==> src/include/dp_pkg.sv <==
// constants and types shared by the logic tile datapath
package dp_pkg;
    localparam int DW         = 8;
    localparam int FIFO_DEPTH = 4;
    localparam int NUM_OUT    = 6;
    localparam int SEL_W      = 4;
    localparam int CFG_W      = 18;

    // register word indices
    localparam logic [3:0] CTRL_IDX   = 4'h0;
    localparam logic [3:0] STATUS_IDX = 4'h1;
    localparam logic [3:0] STICKY_IDX = 4'h2;
    localparam logic [3:0] CFG_IDX    = 4'h3;
    localparam logic [3:0] MSB_IDX    = 4'h4;
    localparam logic [3:0] AMASK_IDX  = 4'h5;
    localparam logic [3:0] OMASK_IDX  = 4'h6;
    localparam logic [3:0] POLY_IDX   = 4'h7;
    localparam logic [3:0] CMASK_IDX  = 4'h8;
    localparam logic [3:0] OSEL_IDX   = 4'h9;
    localparam logic [3:0] SET0_IDX   = 4'ha;
    localparam logic [3:0] SET1_IDX   = 4'hb;
    localparam logic [3:0] FIFO0_IDX  = 4'hc;
    localparam logic [3:0] FIFO1_IDX  = 4'hd;
    localparam logic [3:0] FSTAT_IDX  = 4'he;

    // configuration word fields
    localparam int CFG_A_SRC = 0;
    localparam int CFG_B_SRC = 1;
    localparam int CFG_DST   = 3;
    localparam int CFG_SHIFT = 4;
    localparam int CFG_CIN   = 6;
    localparam int CFG_SEQ   = 8;
    localparam int CFG_TM    = 10;
    localparam int CFG_F0OUT = 11;
    localparam int CFG_PAIR  = 13;
    localparam int CFG_CHAIN = 15;
    localparam int CFG_SI    = 16;

    // routing input bits
    localparam int RIN_OP   = 0;
    localparam int RIN_SI   = 3;
    localparam int RIN_FIFO = 4;
    localparam int RIN_LOAD = 5;

    // reset values
    localparam logic [2:0]  MSB_RST   = 3'h7;
    localparam logic [7:0]  AMASK_RST = 8'hff;
    localparam logic [15:0] CMASK_RST = 16'hffff;
    localparam logic [23:0] OSEL_RST  = 24'h543210;

    typedef enum logic [2:0] {
        OP_PASS, OP_INC, OP_DEC, OP_ADD,
        OP_SUB, OP_XOR, OP_AND, OP_OR
    } alu_op_t;

    typedef enum logic [1:0] {
        SH_NONE, SH_LEFT, SH_RIGHT, SH_SWAP
    } shift_t;

    typedef enum logic [1:0] {
        SEQ_OFF, SEQ_CRC, SEQ_PRS, SEQ_RSVD
    } seq_t;
endpackage

==> src/hw/configurable_logic_tile_datapath.sv <==
// 8-bit configurable datapath of a logic tile with avalon-mm registers
`timescale 1ns/10ps

// Notes on behaviour
// - shift left, right, nibble swap, or mask
// - two comparators, each with operand mask
// - comparator operand pairing is selectable
// - zero, all-ones and overflow detection
// - chosen conditions drive routing outputs
// - compares chain with neighbouring tiles
// - msb position is programmable
// - alu output mask for arbitrary widths
// - one crc or sequence step per clock
// - wide crc chains into neighbour tiles
// - two fifos of four bytes each
// - input fifo: bus writes, datapath reads
// - output fifo: datapath writes, bus reads
// - fifo status selectable as outputs
// - carry, shift and conditions chain outward
// - time multiplexing alternates two register sets
// - carry and shift out registered for reuse
// - two sets give sixteen-bit operations
// - each output picks condition or serial data
// - control register bits drive routing
// - read-only status shows routing signals
module configurable_logic_tile_datapath #(
    parameter int FIFO_DEPTH = dp_pkg::FIFO_DEPTH
) (
    input  wire logic        clk,
    input  wire logic        rst,
    input  wire logic [3:0]  address,
    input  wire logic        read,
    input  wire logic        write,
    input  wire logic [31:0] writedata,
    input  wire logic [3:0]  byteenable,
    output logic      [31:0] readdata,
    output logic             waitrequest,
    input  wire logic [5:0]  route_in,
    output logic      [5:0]  route_out,
    input  wire logic [7:0]  status_in,
    output logic      [7:0]  ctrl_out,
    input  wire logic        chain_ci,
    input  wire logic        chain_si,
    input  wire logic [1:0]  chain_eq_in,
    input  wire logic [1:0]  chain_lt_in,
    output logic             chain_co,
    output logic             chain_so,
    output logic      [1:0]  chain_eq_out,
    output logic      [1:0]  chain_lt_out
);
    localparam int PW = $clog2(FIFO_DEPTH);
    localparam logic [PW:0] FULL_CNT = (PW + 1)'(FIFO_DEPTH);

    typedef struct packed {
        logic                                 ack;
        logic [31:0]                          rdata;
        logic [1:0]                           popok;
        logic [7:0]                           ctrl;
        logic [7:0]                           sticky;
        logic [7:0]                           smask;
        logic [dp_pkg::CFG_W-1:0]             cfg;
        logic [2:0]                           msb;
        logic [7:0]                           amask;
        logic [7:0]                           omask;
        logic [7:0]                           poly;
        logic [15:0]                          cmask;
        logic [23:0]                          osel;
        logic [1:0][31:0]                     regs;
        logic                                 set;
        logic                                 carry;
        logic                                 sout;
        logic [1:0][FIFO_DEPTH-1:0][7:0]      mem;
        logic [1:0][PW:0]                     wp;
        logic [1:0][PW:0]                     rp;
        logic [1:0][7:0]                      last;
        logic [5:0]                           rout;
    } state_t;

    localparam state_t RST_STATE = '{
        amask:   dp_pkg::AMASK_RST,
        msb:     dp_pkg::MSB_RST,
        cmask:   dp_pkg::CMASK_RST,
        osel:    dp_pkg::OSEL_RST,
        default: '0
    };

    state_t              q;
    state_t              d;
    logic                s;
    logic [7:0]          a0;
    logic [7:0]          a1;
    logic [7:0]          d0;
    logic [7:0]          d1;
    logic [7:0]          wm;
    logic [7:0]          srca;
    logic [7:0]          srcb;
    logic [7:0]          opb;
    logic                cin;
    logic                si;
    logic [8:0]          res9;
    logic [7:0]          alu;
    logic [7:0]          masked;
    logic [7:0]          result;
    logic                co;
    logic                so;
    logic                ov;
    logic                arith;
    logic                fb;
    logic                chain_en;
    dp_pkg::seq_t        seq;
    logic [1:0][7:0]     cx;
    logic [1:0][7:0]     cy;
    logic [1:0][7:0]     mk;
    logic [1:0]          eql;
    logic [1:0]          eq;
    logic [1:0]          lt;
    logic [1:0][PW:0]    cnt;
    logic [1:0]          empty;
    logic [1:0]          full;
    logic [1:0][7:0]     head;
    logic [1:0]          fout;
    logic [15:0]         cond;
    logic [5:0]          rsel;
    logic                req;
    logic                commit;
    logic [31:0]         cur;
    logic [31:0]         wv;
    logic [7:0]          stat_v;
    logic [31:0]         set_v;

    function automatic logic [31:0] merge(input logic [31:0] old,
                                          input logic [31:0] wd,
                                          input logic [3:0]  be);
        logic [31:0] r;
        r = old;
        for (int i = 0; i < 4; i++) begin
            if (be[i]) begin
                r[i*8 +: 8] = wd[i*8 +: 8];
            end
        end
        return r;
    endfunction

    // each routing output picks one of sixteen signals
    generate
        for (genvar g = 0; g < dp_pkg::NUM_OUT; g++) begin : g_osel
            assign rsel[g] = cond[q.osel[g*dp_pkg::SEL_W
                                         +: dp_pkg::SEL_W]];
        end
    endgenerate

    always_comb begin
        d        = q;
        s        = q.set;
        a0       = q.regs[s][7:0];
        a1       = q.regs[s][15:8];
        d0       = q.regs[s][23:16];
        d1       = q.regs[s][31:24];
        chain_en = q.cfg[dp_pkg::CFG_CHAIN];
        seq      = dp_pkg::seq_t'(q.cfg[dp_pkg::CFG_SEQ +: 2]);
        wm       = 8'hff >> (3'h7 - q.msb);

        srca = (q.cfg[dp_pkg::CFG_A_SRC] ? a1 : a0) & wm;
        case (q.cfg[dp_pkg::CFG_B_SRC +: 2])
            2'h0: srcb = d0 & wm;
            2'h1: srcb = d1 & wm;
            2'h2: srcb = a0 & wm;
            default: srcb = a1 & wm;
        endcase
        case (q.cfg[dp_pkg::CFG_CIN +: 2])
            2'h0: cin = 1'b0;
            2'h1: cin = 1'b1;
            2'h2: cin = chain_ci;
            default: cin = q.carry;
        endcase
        case (q.cfg[dp_pkg::CFG_SI +: 2])
            2'h0: si = route_in[dp_pkg::RIN_SI];
            2'h1: si = chain_si;
            default: si = q.sout;
        endcase

        // operation is chosen per cycle from routing
        opb   = srcb;
        arith = 1'b1;
        case (dp_pkg::alu_op_t'(route_in[dp_pkg::RIN_OP +: 3]))
            dp_pkg::OP_INC: begin
                opb  = 8'h01;
                res9 = {1'b0, srca} + 9'h001;
            end
            dp_pkg::OP_DEC: begin
                opb  = wm;
                res9 = {1'b0, srca} + {1'b0, wm};
            end
            dp_pkg::OP_ADD: begin
                res9 = {1'b0, srca} + {1'b0, srcb} + {8'h00, cin};
            end
            dp_pkg::OP_SUB: begin
                opb  = ~srcb & wm;
                res9 = {1'b0, srca} + {1'b0, opb} + {8'h00, cin};
            end
            dp_pkg::OP_XOR: begin
                arith = 1'b0;
                res9  = {1'b0, srca ^ srcb};
            end
            dp_pkg::OP_AND: begin
                arith = 1'b0;
                res9  = {1'b0, srca & srcb};
            end
            dp_pkg::OP_OR: begin
                arith = 1'b0;
                res9  = {1'b0, srca | srcb};
            end
            default: begin
                arith = 1'b0;
                res9  = {1'b0, srca};
            end
        endcase
        alu = res9[7:0] & wm;
        // carry leaves from the bit above the programmed msb
        co  = arith & res9[{1'b0, q.msb} + 4'h1];
        ov  = arith & (srca[q.msb] == opb[q.msb])
                    & (alu[q.msb] != srca[q.msb]);
        masked = alu & q.amask;

        case (dp_pkg::shift_t'(q.cfg[dp_pkg::CFG_SHIFT +: 2]))
            dp_pkg::SH_LEFT: begin
                result = ((masked << 1) | {7'h00, si}) & wm;
                so     = masked[q.msb];
            end
            dp_pkg::SH_RIGHT: begin
                result = (masked >> 1) | ({7'h00, si} << q.msb);
                so     = masked[0];
            end
            dp_pkg::SH_SWAP: begin
                result = {masked[3:0], masked[7:4]};
                so     = 1'b0;
            end
            default: begin
                result = masked;
                so     = 1'b0;
            end
        endcase
        result = result | q.omask;

        // one lfsr step; prs ignores the serial input
        fb = srca[q.msb] ^ ((seq == dp_pkg::SEQ_CRC) & si);
        if (seq == dp_pkg::SEQ_CRC || seq == dp_pkg::SEQ_PRS) begin
            result = ((srca << 1) | {7'h00, chain_en & chain_si})
                   & wm;
            result = result ^ (fb ? (q.poly & wm) : 8'h00);
            so     = srca[q.msb];
        end

        case (q.cfg[dp_pkg::CFG_PAIR +: 2])
            2'h0: begin
                cx = {a1, a0};
                cy = {d1, d0};
            end
            2'h1: begin
                cx = {d0, a0};
                cy = {d1, a1};
            end
            2'h2: begin
                cx = {a0, a0};
                cy = {d1, d0};
            end
            default: begin
                cx = {a1, a1};
                cy = {d1, d0};
            end
        endcase
        mk = q.cmask;
        for (int n = 0; n < 2; n++) begin
            eql[n] = ((cx[n] ^ cy[n]) & mk[n]) == 8'h00;
            // a lower tile's result decides when this byte ties
            eq[n]  = eql[n] & (~chain_en | chain_eq_in[n]);
            lt[n]  = ((cx[n] & mk[n]) < (cy[n] & mk[n]))
                   | (eql[n] & chain_en & chain_lt_in[n]);
        end

        for (int n = 0; n < 2; n++) begin
            cnt[n]   = q.wp[n] - q.rp[n];
            empty[n] = cnt[n] == '0;
            full[n]  = cnt[n] == FULL_CNT;
            head[n]  = q.mem[n][q.rp[n][PW-1:0]];
            fout[n]  = q.cfg[dp_pkg::CFG_F0OUT + n];
        end

        cond = {q.sout, full[1], empty[1], full[0], empty[0],
                so, co, ov,
                (a1 | ~wm) == 8'hff, (a0 | ~wm) == 8'hff,
                (a1 & wm) == 8'h00, (a0 & wm) == 8'h00,
                lt[1], eq[1], lt[0], eq[0]};
        d.rout = rsel;

        // datapath side: load and fifo strobe
        if (route_in[dp_pkg::RIN_LOAD]) begin
            if (q.cfg[dp_pkg::CFG_DST]) begin
                d.regs[s][15:8] = result;
            end else begin
                d.regs[s][7:0] = result;
            end
            d.carry = co;
            d.sout  = so;
        end
        // time multiplexing alternates the register set
        d.set = q.cfg[dp_pkg::CFG_TM] & ~q.set;

        for (int n = 0; n < 2; n++) begin
            if (route_in[dp_pkg::RIN_FIFO]) begin
                if (fout[n] && !full[n]) begin
                    d.mem[n][q.wp[n][PW-1:0]] = n == 0 ? a0 : a1;
                    d.wp[n] = q.wp[n] + 1'b1;
                end else if (!fout[n]) begin
                    // an empty pop repeats the last byte
                    d.regs[s][16 + n*8 +: 8] = empty[n] ? q.last[n]
                                                        : head[n];
                    if (!empty[n]) begin
                        d.rp[n]   = q.rp[n] + 1'b1;
                        d.last[n] = head[n];
                    end
                end
            end
        end

        // bus side: one wait cycle, effects at the answering edge
        req    = read | write;
        commit = req & q.ack;
        d.ack  = req & ~q.ack;
        // live bits always show, so a condition that just rose is not hidden
        stat_v = status_in | (q.sticky & q.smask);
        set_v  = address == dp_pkg::SET1_IDX ? q.regs[1] : q.regs[0];
        case (address)
            dp_pkg::CTRL_IDX:   cur = {24'h000000, q.ctrl};
            dp_pkg::STATUS_IDX: cur = {24'h000000, stat_v};
            dp_pkg::STICKY_IDX: cur = {24'h000000, q.smask};
            dp_pkg::CFG_IDX:    cur = {14'h0000, q.cfg};
            dp_pkg::MSB_IDX:    cur = {29'h00000000, q.msb};
            dp_pkg::AMASK_IDX:  cur = {24'h000000, q.amask};
            dp_pkg::OMASK_IDX:  cur = {24'h000000, q.omask};
            dp_pkg::POLY_IDX:   cur = {24'h000000, q.poly};
            dp_pkg::CMASK_IDX:  cur = {16'h0000, q.cmask};
            dp_pkg::OSEL_IDX:   cur = {8'h00, q.osel};
            dp_pkg::SET0_IDX,
            dp_pkg::SET1_IDX:   cur = set_v;
            dp_pkg::FIFO0_IDX:  cur = {24'h000000,
                                       empty[0] ? q.last[0] : head[0]};
            dp_pkg::FIFO1_IDX:  cur = {24'h000000,
                                       empty[1] ? q.last[1] : head[1]};
            dp_pkg::FSTAT_IDX:  cur = {16'h0000, 4'(cnt[1]), 4'(cnt[0]),
                                       4'h0, full[1], empty[1],
                                       full[0], empty[0]};
            default:            cur = 32'h00000000;
        endcase
        wv = merge(cur, writedata, byteenable);

        if (req && !q.ack) begin
            d.rdata = read ? cur : 32'h00000000;
            for (int n = 0; n < 2; n++) begin
                // pop only the byte that was actually shown
                d.popok[n] = read & fout[n] & ~empty[n]
                           & (address == (n == 0 ? dp_pkg::FIFO0_IDX
                                                 : dp_pkg::FIFO1_IDX));
            end
        end

        // set wins: only bits reported by this read are cleared
        d.sticky = q.sticky & q.smask;
        if (commit && read && address == dp_pkg::STATUS_IDX) begin
            d.sticky = d.sticky & ~q.rdata[7:0];
        end
        d.sticky = d.sticky | (status_in & q.smask);

        if (commit && read) begin
            for (int n = 0; n < 2; n++) begin
                if (q.popok[n]) begin
                    d.rp[n]   = q.rp[n] + 1'b1;
                    d.last[n] = head[n];
                end
            end
        end

        if (commit && write) begin
            case (address)
                dp_pkg::CTRL_IDX:   d.ctrl  = wv[7:0];
                dp_pkg::STICKY_IDX: d.smask = wv[7:0];
                dp_pkg::CFG_IDX:    d.cfg   = wv[dp_pkg::CFG_W-1:0];
                dp_pkg::MSB_IDX:    d.msb   = wv[2:0];
                dp_pkg::AMASK_IDX:  d.amask = wv[7:0];
                dp_pkg::OMASK_IDX:  d.omask = wv[7:0];
                dp_pkg::POLY_IDX:   d.poly  = wv[7:0];
                dp_pkg::CMASK_IDX:  d.cmask = wv[15:0];
                dp_pkg::OSEL_IDX:   d.osel  = wv[23:0];
                dp_pkg::SET0_IDX:   d.regs[0] = wv;
                dp_pkg::SET1_IDX:   d.regs[1] = wv;
                dp_pkg::FIFO0_IDX,
                dp_pkg::FIFO1_IDX: begin
                    for (int n = 0; n < 2; n++) begin
                        if (address[0] == n[0] && !fout[n]
                            && !full[n] && byteenable[0]) begin
                            d.mem[n][q.wp[n][PW-1:0]] = writedata[7:0];
                            d.wp[n] = q.wp[n] + 1'b1;
                        end
                    end
                end
                default: begin
                end
            endcase
        end
    end

    always_ff @(posedge clk) begin
        if (rst) begin
            q <= RST_STATE;
        end else begin
            q <= d;
        end
    end

    assign readdata     = q.rdata;
    assign waitrequest  = (read | write) & ~q.ack;
    assign route_out    = q.rout;
    assign ctrl_out     = q.ctrl;
    // chain outputs stay combinational so a wide compare settles in a cycle
    assign chain_co     = co;
    assign chain_so     = so;
    assign chain_eq_out = eq;
    assign chain_lt_out = lt;
endmodule

==> config.mk <==
export PLATFORM = sky130hd
export DESIGN_NAME = configurable_logic_tile_datapath
export DESIGN_NICKNAME = d
export VERILOG_FILES = /design/src/include/dp_pkg.sv /design/src/hw/configurable_logic_tile_datapath.sv
export SDC_FILE = /design/constraint.sdc
export NUM_CORES = 1
export LEC_CHECK = 0
export BUFFER_PORTS_ARGS = -buffer_cell sky130_fd_sc_hd__buf_2
export CORE_MARGIN = 2
export CORE_UTILIZATION = 39
export DETAILED_ROUTE_END_ITERATION = 12
export GPL_ROUTABILITY_DRIVEN = 0
export PLACE_DENSITY = 0.66
export SLEW_MARGIN = 10
export SYNTH_ARGS = -nofsm -noshare
export SYNTH_HDL_FRONTEND = slang
export SYNTH_SLANG_ARGS = --single-unit
export TNS_END_PERCENT = 5
==> constraint.sdc <==
create_clock -name clk -period 7.1 [get_ports clk]
set_clock_uncertainty 0.2 [all_clocks]
set_input_delay 2.13 -clock clk [delete_from_list [all_inputs] [get_ports clk]]
set_output_delay 2.13 -clock clk [all_outputs]
set_load 0.02 [all_outputs]
== After elaboration in Yosys (flattened, before gate mapping) ==
Cells that the tools add are included.
W data, S select, Z words.
Word-level totals
  register bits after elaboration: 309
  input bits: 64
Operators by class
  $add $sub $neg: 14
  $lt $le $gt $ge: 18
  eq/ne operators: 39
  shift-type cells: 2
  multiplexer cells: 116
  bitwise logic cells: 69
  reduce and logical (&&, ||, !) cells: 44
Operators with widths (number)
  $mux W64: 9
  $pmux W32 S14: 1
  $mux W32: 13
  $bwmux W64: 4
  $mux W8: 24
  $and A8 B8 Y8: 21
  $mux W70: 2
  $bwmux W32: 4
  $demux W32 S1: 4
  $pmux W8 S3: 3
  $pmux W9 S7: 1
  $mux W3: 16
  $or A8 B8 Y8: 6
  $pmux W16 S3: 1
  $lt A4 B5 Y1 const B: 7
  $bmux W8 S2: 2
  $demux W8 S2: 2
  $logic_not A8 Y1: 4
  $xor A8 B8 Y8: 4
  $bmux W1 S4: 7
  $eq A4 B4 Y1 const B: 7
  $add A8 B8 Y9: 3
  $mux W24: 1
  $not A8 Y8: 3
  other kinds (46): 153

== Logic depth before layout (Yosys ltp) ==
  depth after elaboration: 29
  depth in mapped cells: 19
  gate-level depth less buffers: 17

== Worst setup path before layout ==
OpenSTA, ideal clock, no wires.
  path type: input to output
  start: input route_in[1]
  end: output chain_so
  data arrival time: 5.309 ns
  data required time: 4.770 ns
  setup slack: -0.539 ns
  cell stages on the path: 14
  path buffers: 3
  cells stage by stage: clkbuf_1 clkbuf_1 clkbuf_1 nand2_1 nor3_1 ha_1 a21oi_1 or4bb_1 nor3_1 a211o_1 nor3_1 a21oi_1 o21ai_1 o22ai_1
Between the ends
  word-level cells in the longest chain between the ends: 8
  elaborated cells between the ends (all ways): 14
  classes of those cells: eq/ne (7); mux (5); bitwise (2)
RTL lines
  start, declared: line configurable_logic_tile_datapath.sv:38  | input wire logic [5:0] route_in,
  $eq A3 B3 Y1, or another cell as far along: line configurable_logic_tile_datapath.sv:185  | case (dp_pkg::alu_op_t'(route_in[dp_pkg::RIN_OP +: 3]))
  $pmux W9 S7 (*): line configurable_logic_tile_datapath.sv:185
  $and A8 B8 Y8 (*): line configurable_logic_tile_datapath.sv:218  | alu = res9[7:0] & wm;
  $and A8 B8 Y8 (*): line configurable_logic_tile_datapath.sv:223  | masked = alu & q.amask;
  $bmux W1 S3: line configurable_logic_tile_datapath.sv:228  | so = masked[q.msb];
  $mux W1 (not written as such): line configurable_logic_tile_datapath.sv:228
  $pmux W1 S2 (*): line configurable_logic_tile_datapath.sv:225  | case (dp_pkg::shift_t'(q.cfg[dp_pkg::CFG_SHIFT +: 2]))
  $mux W1 (*): line configurable_logic_tile_datapath.sv:247  | if (seq == dp_pkg::SEQ_CRC || seq == dp_pkg::SEQ_PRS) begin
  end, declared: line configurable_logic_tile_datapath.sv:47  | output logic chain_so,
Mark *: on every way between the ends. The rest lies on a longest branch, timed or not. The select of a mux whose other input is x is not followed.

== Worst setup path in the final report ==
  start: input chain_ci
  end: output chain_so
Between the ends
  word-level cells in the longest chain between the ends: 9
  elaborated cells between the ends (all ways): 10
  classes of those cells: add/sub (2); mux (6); bitwise (2)
RTL lines
  start, declared: line configurable_logic_tile_datapath.sv:42  | input wire logic chain_ci,
  $pmux W1 S3 (*): line configurable_logic_tile_datapath.sv:170  | case (q.cfg[dp_pkg::CFG_CIN +: 2])
  $add A9 B1 Y9 (on tied branches): line configurable_logic_tile_datapath.sv:199, configurable_logic_tile_datapath.sv:195
  $pmux W9 S7 (*): line configurable_logic_tile_datapath.sv:185
  $and A8 B8 Y8 (*): line configurable_logic_tile_datapath.sv:218
  $and A8 B8 Y8 (*): line configurable_logic_tile_datapath.sv:223
  $bmux W1 S3: line configurable_logic_tile_datapath.sv:228
  $mux W1 (not written as such): line configurable_logic_tile_datapath.sv:228
  $pmux W1 S2 (*): line configurable_logic_tile_datapath.sv:225
  $mux W1 (*): line configurable_logic_tile_datapath.sv:247
Marks and branches as above.

==> out/qor.csv <==
metric,value,unit
Final Cell Area,25100,sq um
fin. max-slew vios,0,
FP Rows,87,
Yosys warnings,0,
number of synthesized register bits,309,
total negative slack,-2.21,ns
WL/cell,23.5,microns
final core occ,44.5,%
DR vias,23200,
clock-pin slew on the worst setup and hold paths,0.06,ns
Post-synth EDFFs,0,
number of global-route vias before repair,21800,
DRC viols,0,
worst hold-check path type,flip-flop to flip-flop,
initial antenna violation count,2,
critical path peak fanout,2,
Synth Flop Type,dfxtp_1,
Post-synth ARST share,0,%
failing checks,negative setup slack,
Clock power frac,39.8,%
NetSw,1.54,mW
Rel. slew slack,15.7,%
Area growth syn-to-layout,13.0,%
clk buf depth,3,
share of cells above drive strength 1,17.0,%
Setup-failing EPs final,8,
Post-DRT Antenna Nets,0,
fillers,5725,
fin crit share,105,%
Final min period,7.47,ns
I/O Buffers,116,
Cell Int Power,3.33,mW
Inserted Clock Buffers,37,
power density over the cells,194,nW/um^2
Top-Level Pins,117,
worst path required time,4.77,ns
element type at the critical path end,output pin,
status,"complete, but fails checks",
Sw Share,31.6,%
critical path type,primary input to output pin,
global-route wire length before repair,133000,microns
Vias/cell,6.19,
Final Hold Viols,0,
H-tree levels,2,
fmax,134,MHz
fin nets,3111,
die width,243,microns
GR Overflow Total,0,
"Distinct cells, synth",97,
leak pwr,9.47,nW
gr usage total,28.9,%
Comb pwr share,23.1,%
router iterations before antenna repair,9,
Worst Tran Pin Value,1.26,ns
Flop pwr share,37.2,%
Mapped Nets,3078,
synthesized area,22200,sq um
sequential share of the synthesized area,27.8,%
Iter 0 DRT Violations,3082,
initial core utilization,39.4,%
pin count of the biggest net entering global routing,99,
CTS tree,built,
Critical Path Start Type,primary input,
max cap viols,0,
CP arrival,5.14,ns
HPWL Detailed,64900,microns
dpl cell area,23500,sq um
Worst-Skew Late Latency,0.56,ns
unrepaired setup endpoints after global routing,true,
pre-CTS setup slack,-0.550,ns
Routed WL,88300,microns
final worst slack,-0.374,ns
die height,243,microns
Gate Count Post-Synth,2940,
Synth Area per Inst,7.56,sq um
Sink Count,309,
# diodes,0,
VDD IR max,0.134,mV
root buffer cell,clkbuf_16,
Worst Hold Margin,0.267,ns
area of the die,58900,sq um
placeable core area,56400,sq um
[power groups by stage]
stage	sequential, mW	combinational [mW]	clock [mW]
floorplan	1.81	0.722	0
global placement	1.85	1.05	0
detailed placement	1.85	1.05	0
CTS	1.81	1.07	1.95
global route	1.81	1.18	2.02
finish	1.81	1.12	1.94
[cells by family after synthesis]
| family | after synthesis | share of synthesized area, % |
|---|---|---|
| flops | 309 | 27.8 |
| simple gates | 1142 | 23.0 |
| fa+ha+maj | 74 | 4.40 |
| xor+xnor | 46 | 1.85 |
| buf+inv | 361 | 7.33 |
| compound gates | 798 | 23.0 |
| mux | 210 | 12.5 |
[cells in the mapped netlist, types with 21 or more instances]
| library cell | n | area (sq um) |
|---|---|---|
| nor3_1 | 55 | 275 |
| nor3b_1 | 22 | 165 |
| a211oi_1 | 56 | 420 |
| nand2_1 | 501 | 1880 |
| ha_1 | 67 | 838 |
| xnor2_1 | 31 | 272 |
| buf_4 | 51 | 383 |
| buf_1 | 29 | 109 |
| nand3_1 | 121 | 606 |
| and3_1 | 26 | 163 |
| o21ai_0 | 142 | 711 |
| a221oi_1 | 21 | 184 |
| inv_1 | 75 | 282 |
| o211ai_1 | 47 | 353 |
| o22ai_1 | 27 | 169 |
| nor2_1 | 275 | 1030 |
| and2_1 | 22 | 138 |
| mux2i_1 | 119 | 1190 |
| a21oi_1 | 280 | 1400 |
| mux4_2 | 46 | 1040 |
| dfxtp_1 | 309 | 6190 |
| a22oi_1 | 54 | 405 |
| clkbuf_1 | 180 | 676 |
| nand2b_1 | 28 | 175 |
| mux2_2 | 29 | 327 |
[repair_timing]
item,CTS,global route
gates resized for setup,32,21
setup buffers,25,6
hold buffers,0,0
setup endpoints to repair,2,8
pin swaps,19,25
[cell type report]
type	instances	area (sq um)	share of cell area (%)
clock buffers	55	1060	4.24
clock inverters	9	135	0.538
inverters	78	293	1.17
multi-input cells	2270	14700	58.3
flip-flops and latches	309	6190	24.7
well taps	756	946	3.77
repair buffers	277	1830	7.29
[flip-flops by register name, summed over array words and instances (netlist names)]
register,count
ctrl_out,8
route_out,6
s,1
fout,2
chain_en,1
mk,16
readdata,32
cond,1
q,242
[through the flow]
| step | power [mW] | instances |
|---|---|---|
| floorplan | 2.54 | 2940 |
| global placement | 2.90 | 3661 |
| detailed placement | 2.90 | 3661 |
| CTS | 4.83 | 3750 |
| global route | 5.02 | 3754 |
| finish | 4.87 | 3754 |
[worst paths after layout]
path	startpoint	to	slack [ns]	cells after the start
worst max-delay path	chain_ci	chain_so	-0.37	15
worst min-delay path	q[252]	q[252]	0.27	2
worst max register to register	s	route_out[2]	-0.14	37
worst min register to register	q[252]	q[252]	0.27	2
[worst max-delay path, cell delays in order]
cell	delay, ns
buf_6	0.10
a21oi_4	0.15
a31oi_4	0.06
fa_2	0.42
inv_2	0.08
fa_2	0.40
or2_4	0.24
a32oi_1	0.20
o22ai_1	0.12
a21oi_2	0.23
a41oi_2	0.17
a21oi_2	0.21
o211ai_1	0.17
o22ai_2	0.28
buf_6	0.17
[metal layers]
layer,global-route usage [%],share of wire (%)
met2,43.1,42
met3,7.24,11
met1,38.2,40
met4,15.7,6.3
met5,0,0.015
[layout by cell type, fill, tap and decap left out, types with 13 or more instances in the layout]
cell type and n:
a211oi_1 54, a21oi_1 271, a221oi_1 20, a22oi_1 54, and2_1 22, and3_1 26
buf_2 112, buf_4 159, clkbuf_16 38, dfxtp_1 308, ha_1 67, inv_1 72
mux2_2 28, mux2i_1 117, mux4_2 46, nand2_1 500, nand2b_1 28, nand3_1 120
nor2_1 275, nor2b_1 16, nor3_1 48, nor3_2 13, nor3b_1 21, nor4_1 15
o211ai_1 47, o21ai_0 132, o21ai_1 20, o22ai_1 26, xnor2_1 31, xor2_1 14
Note: power is estimated with default switching activity, not from simulation.
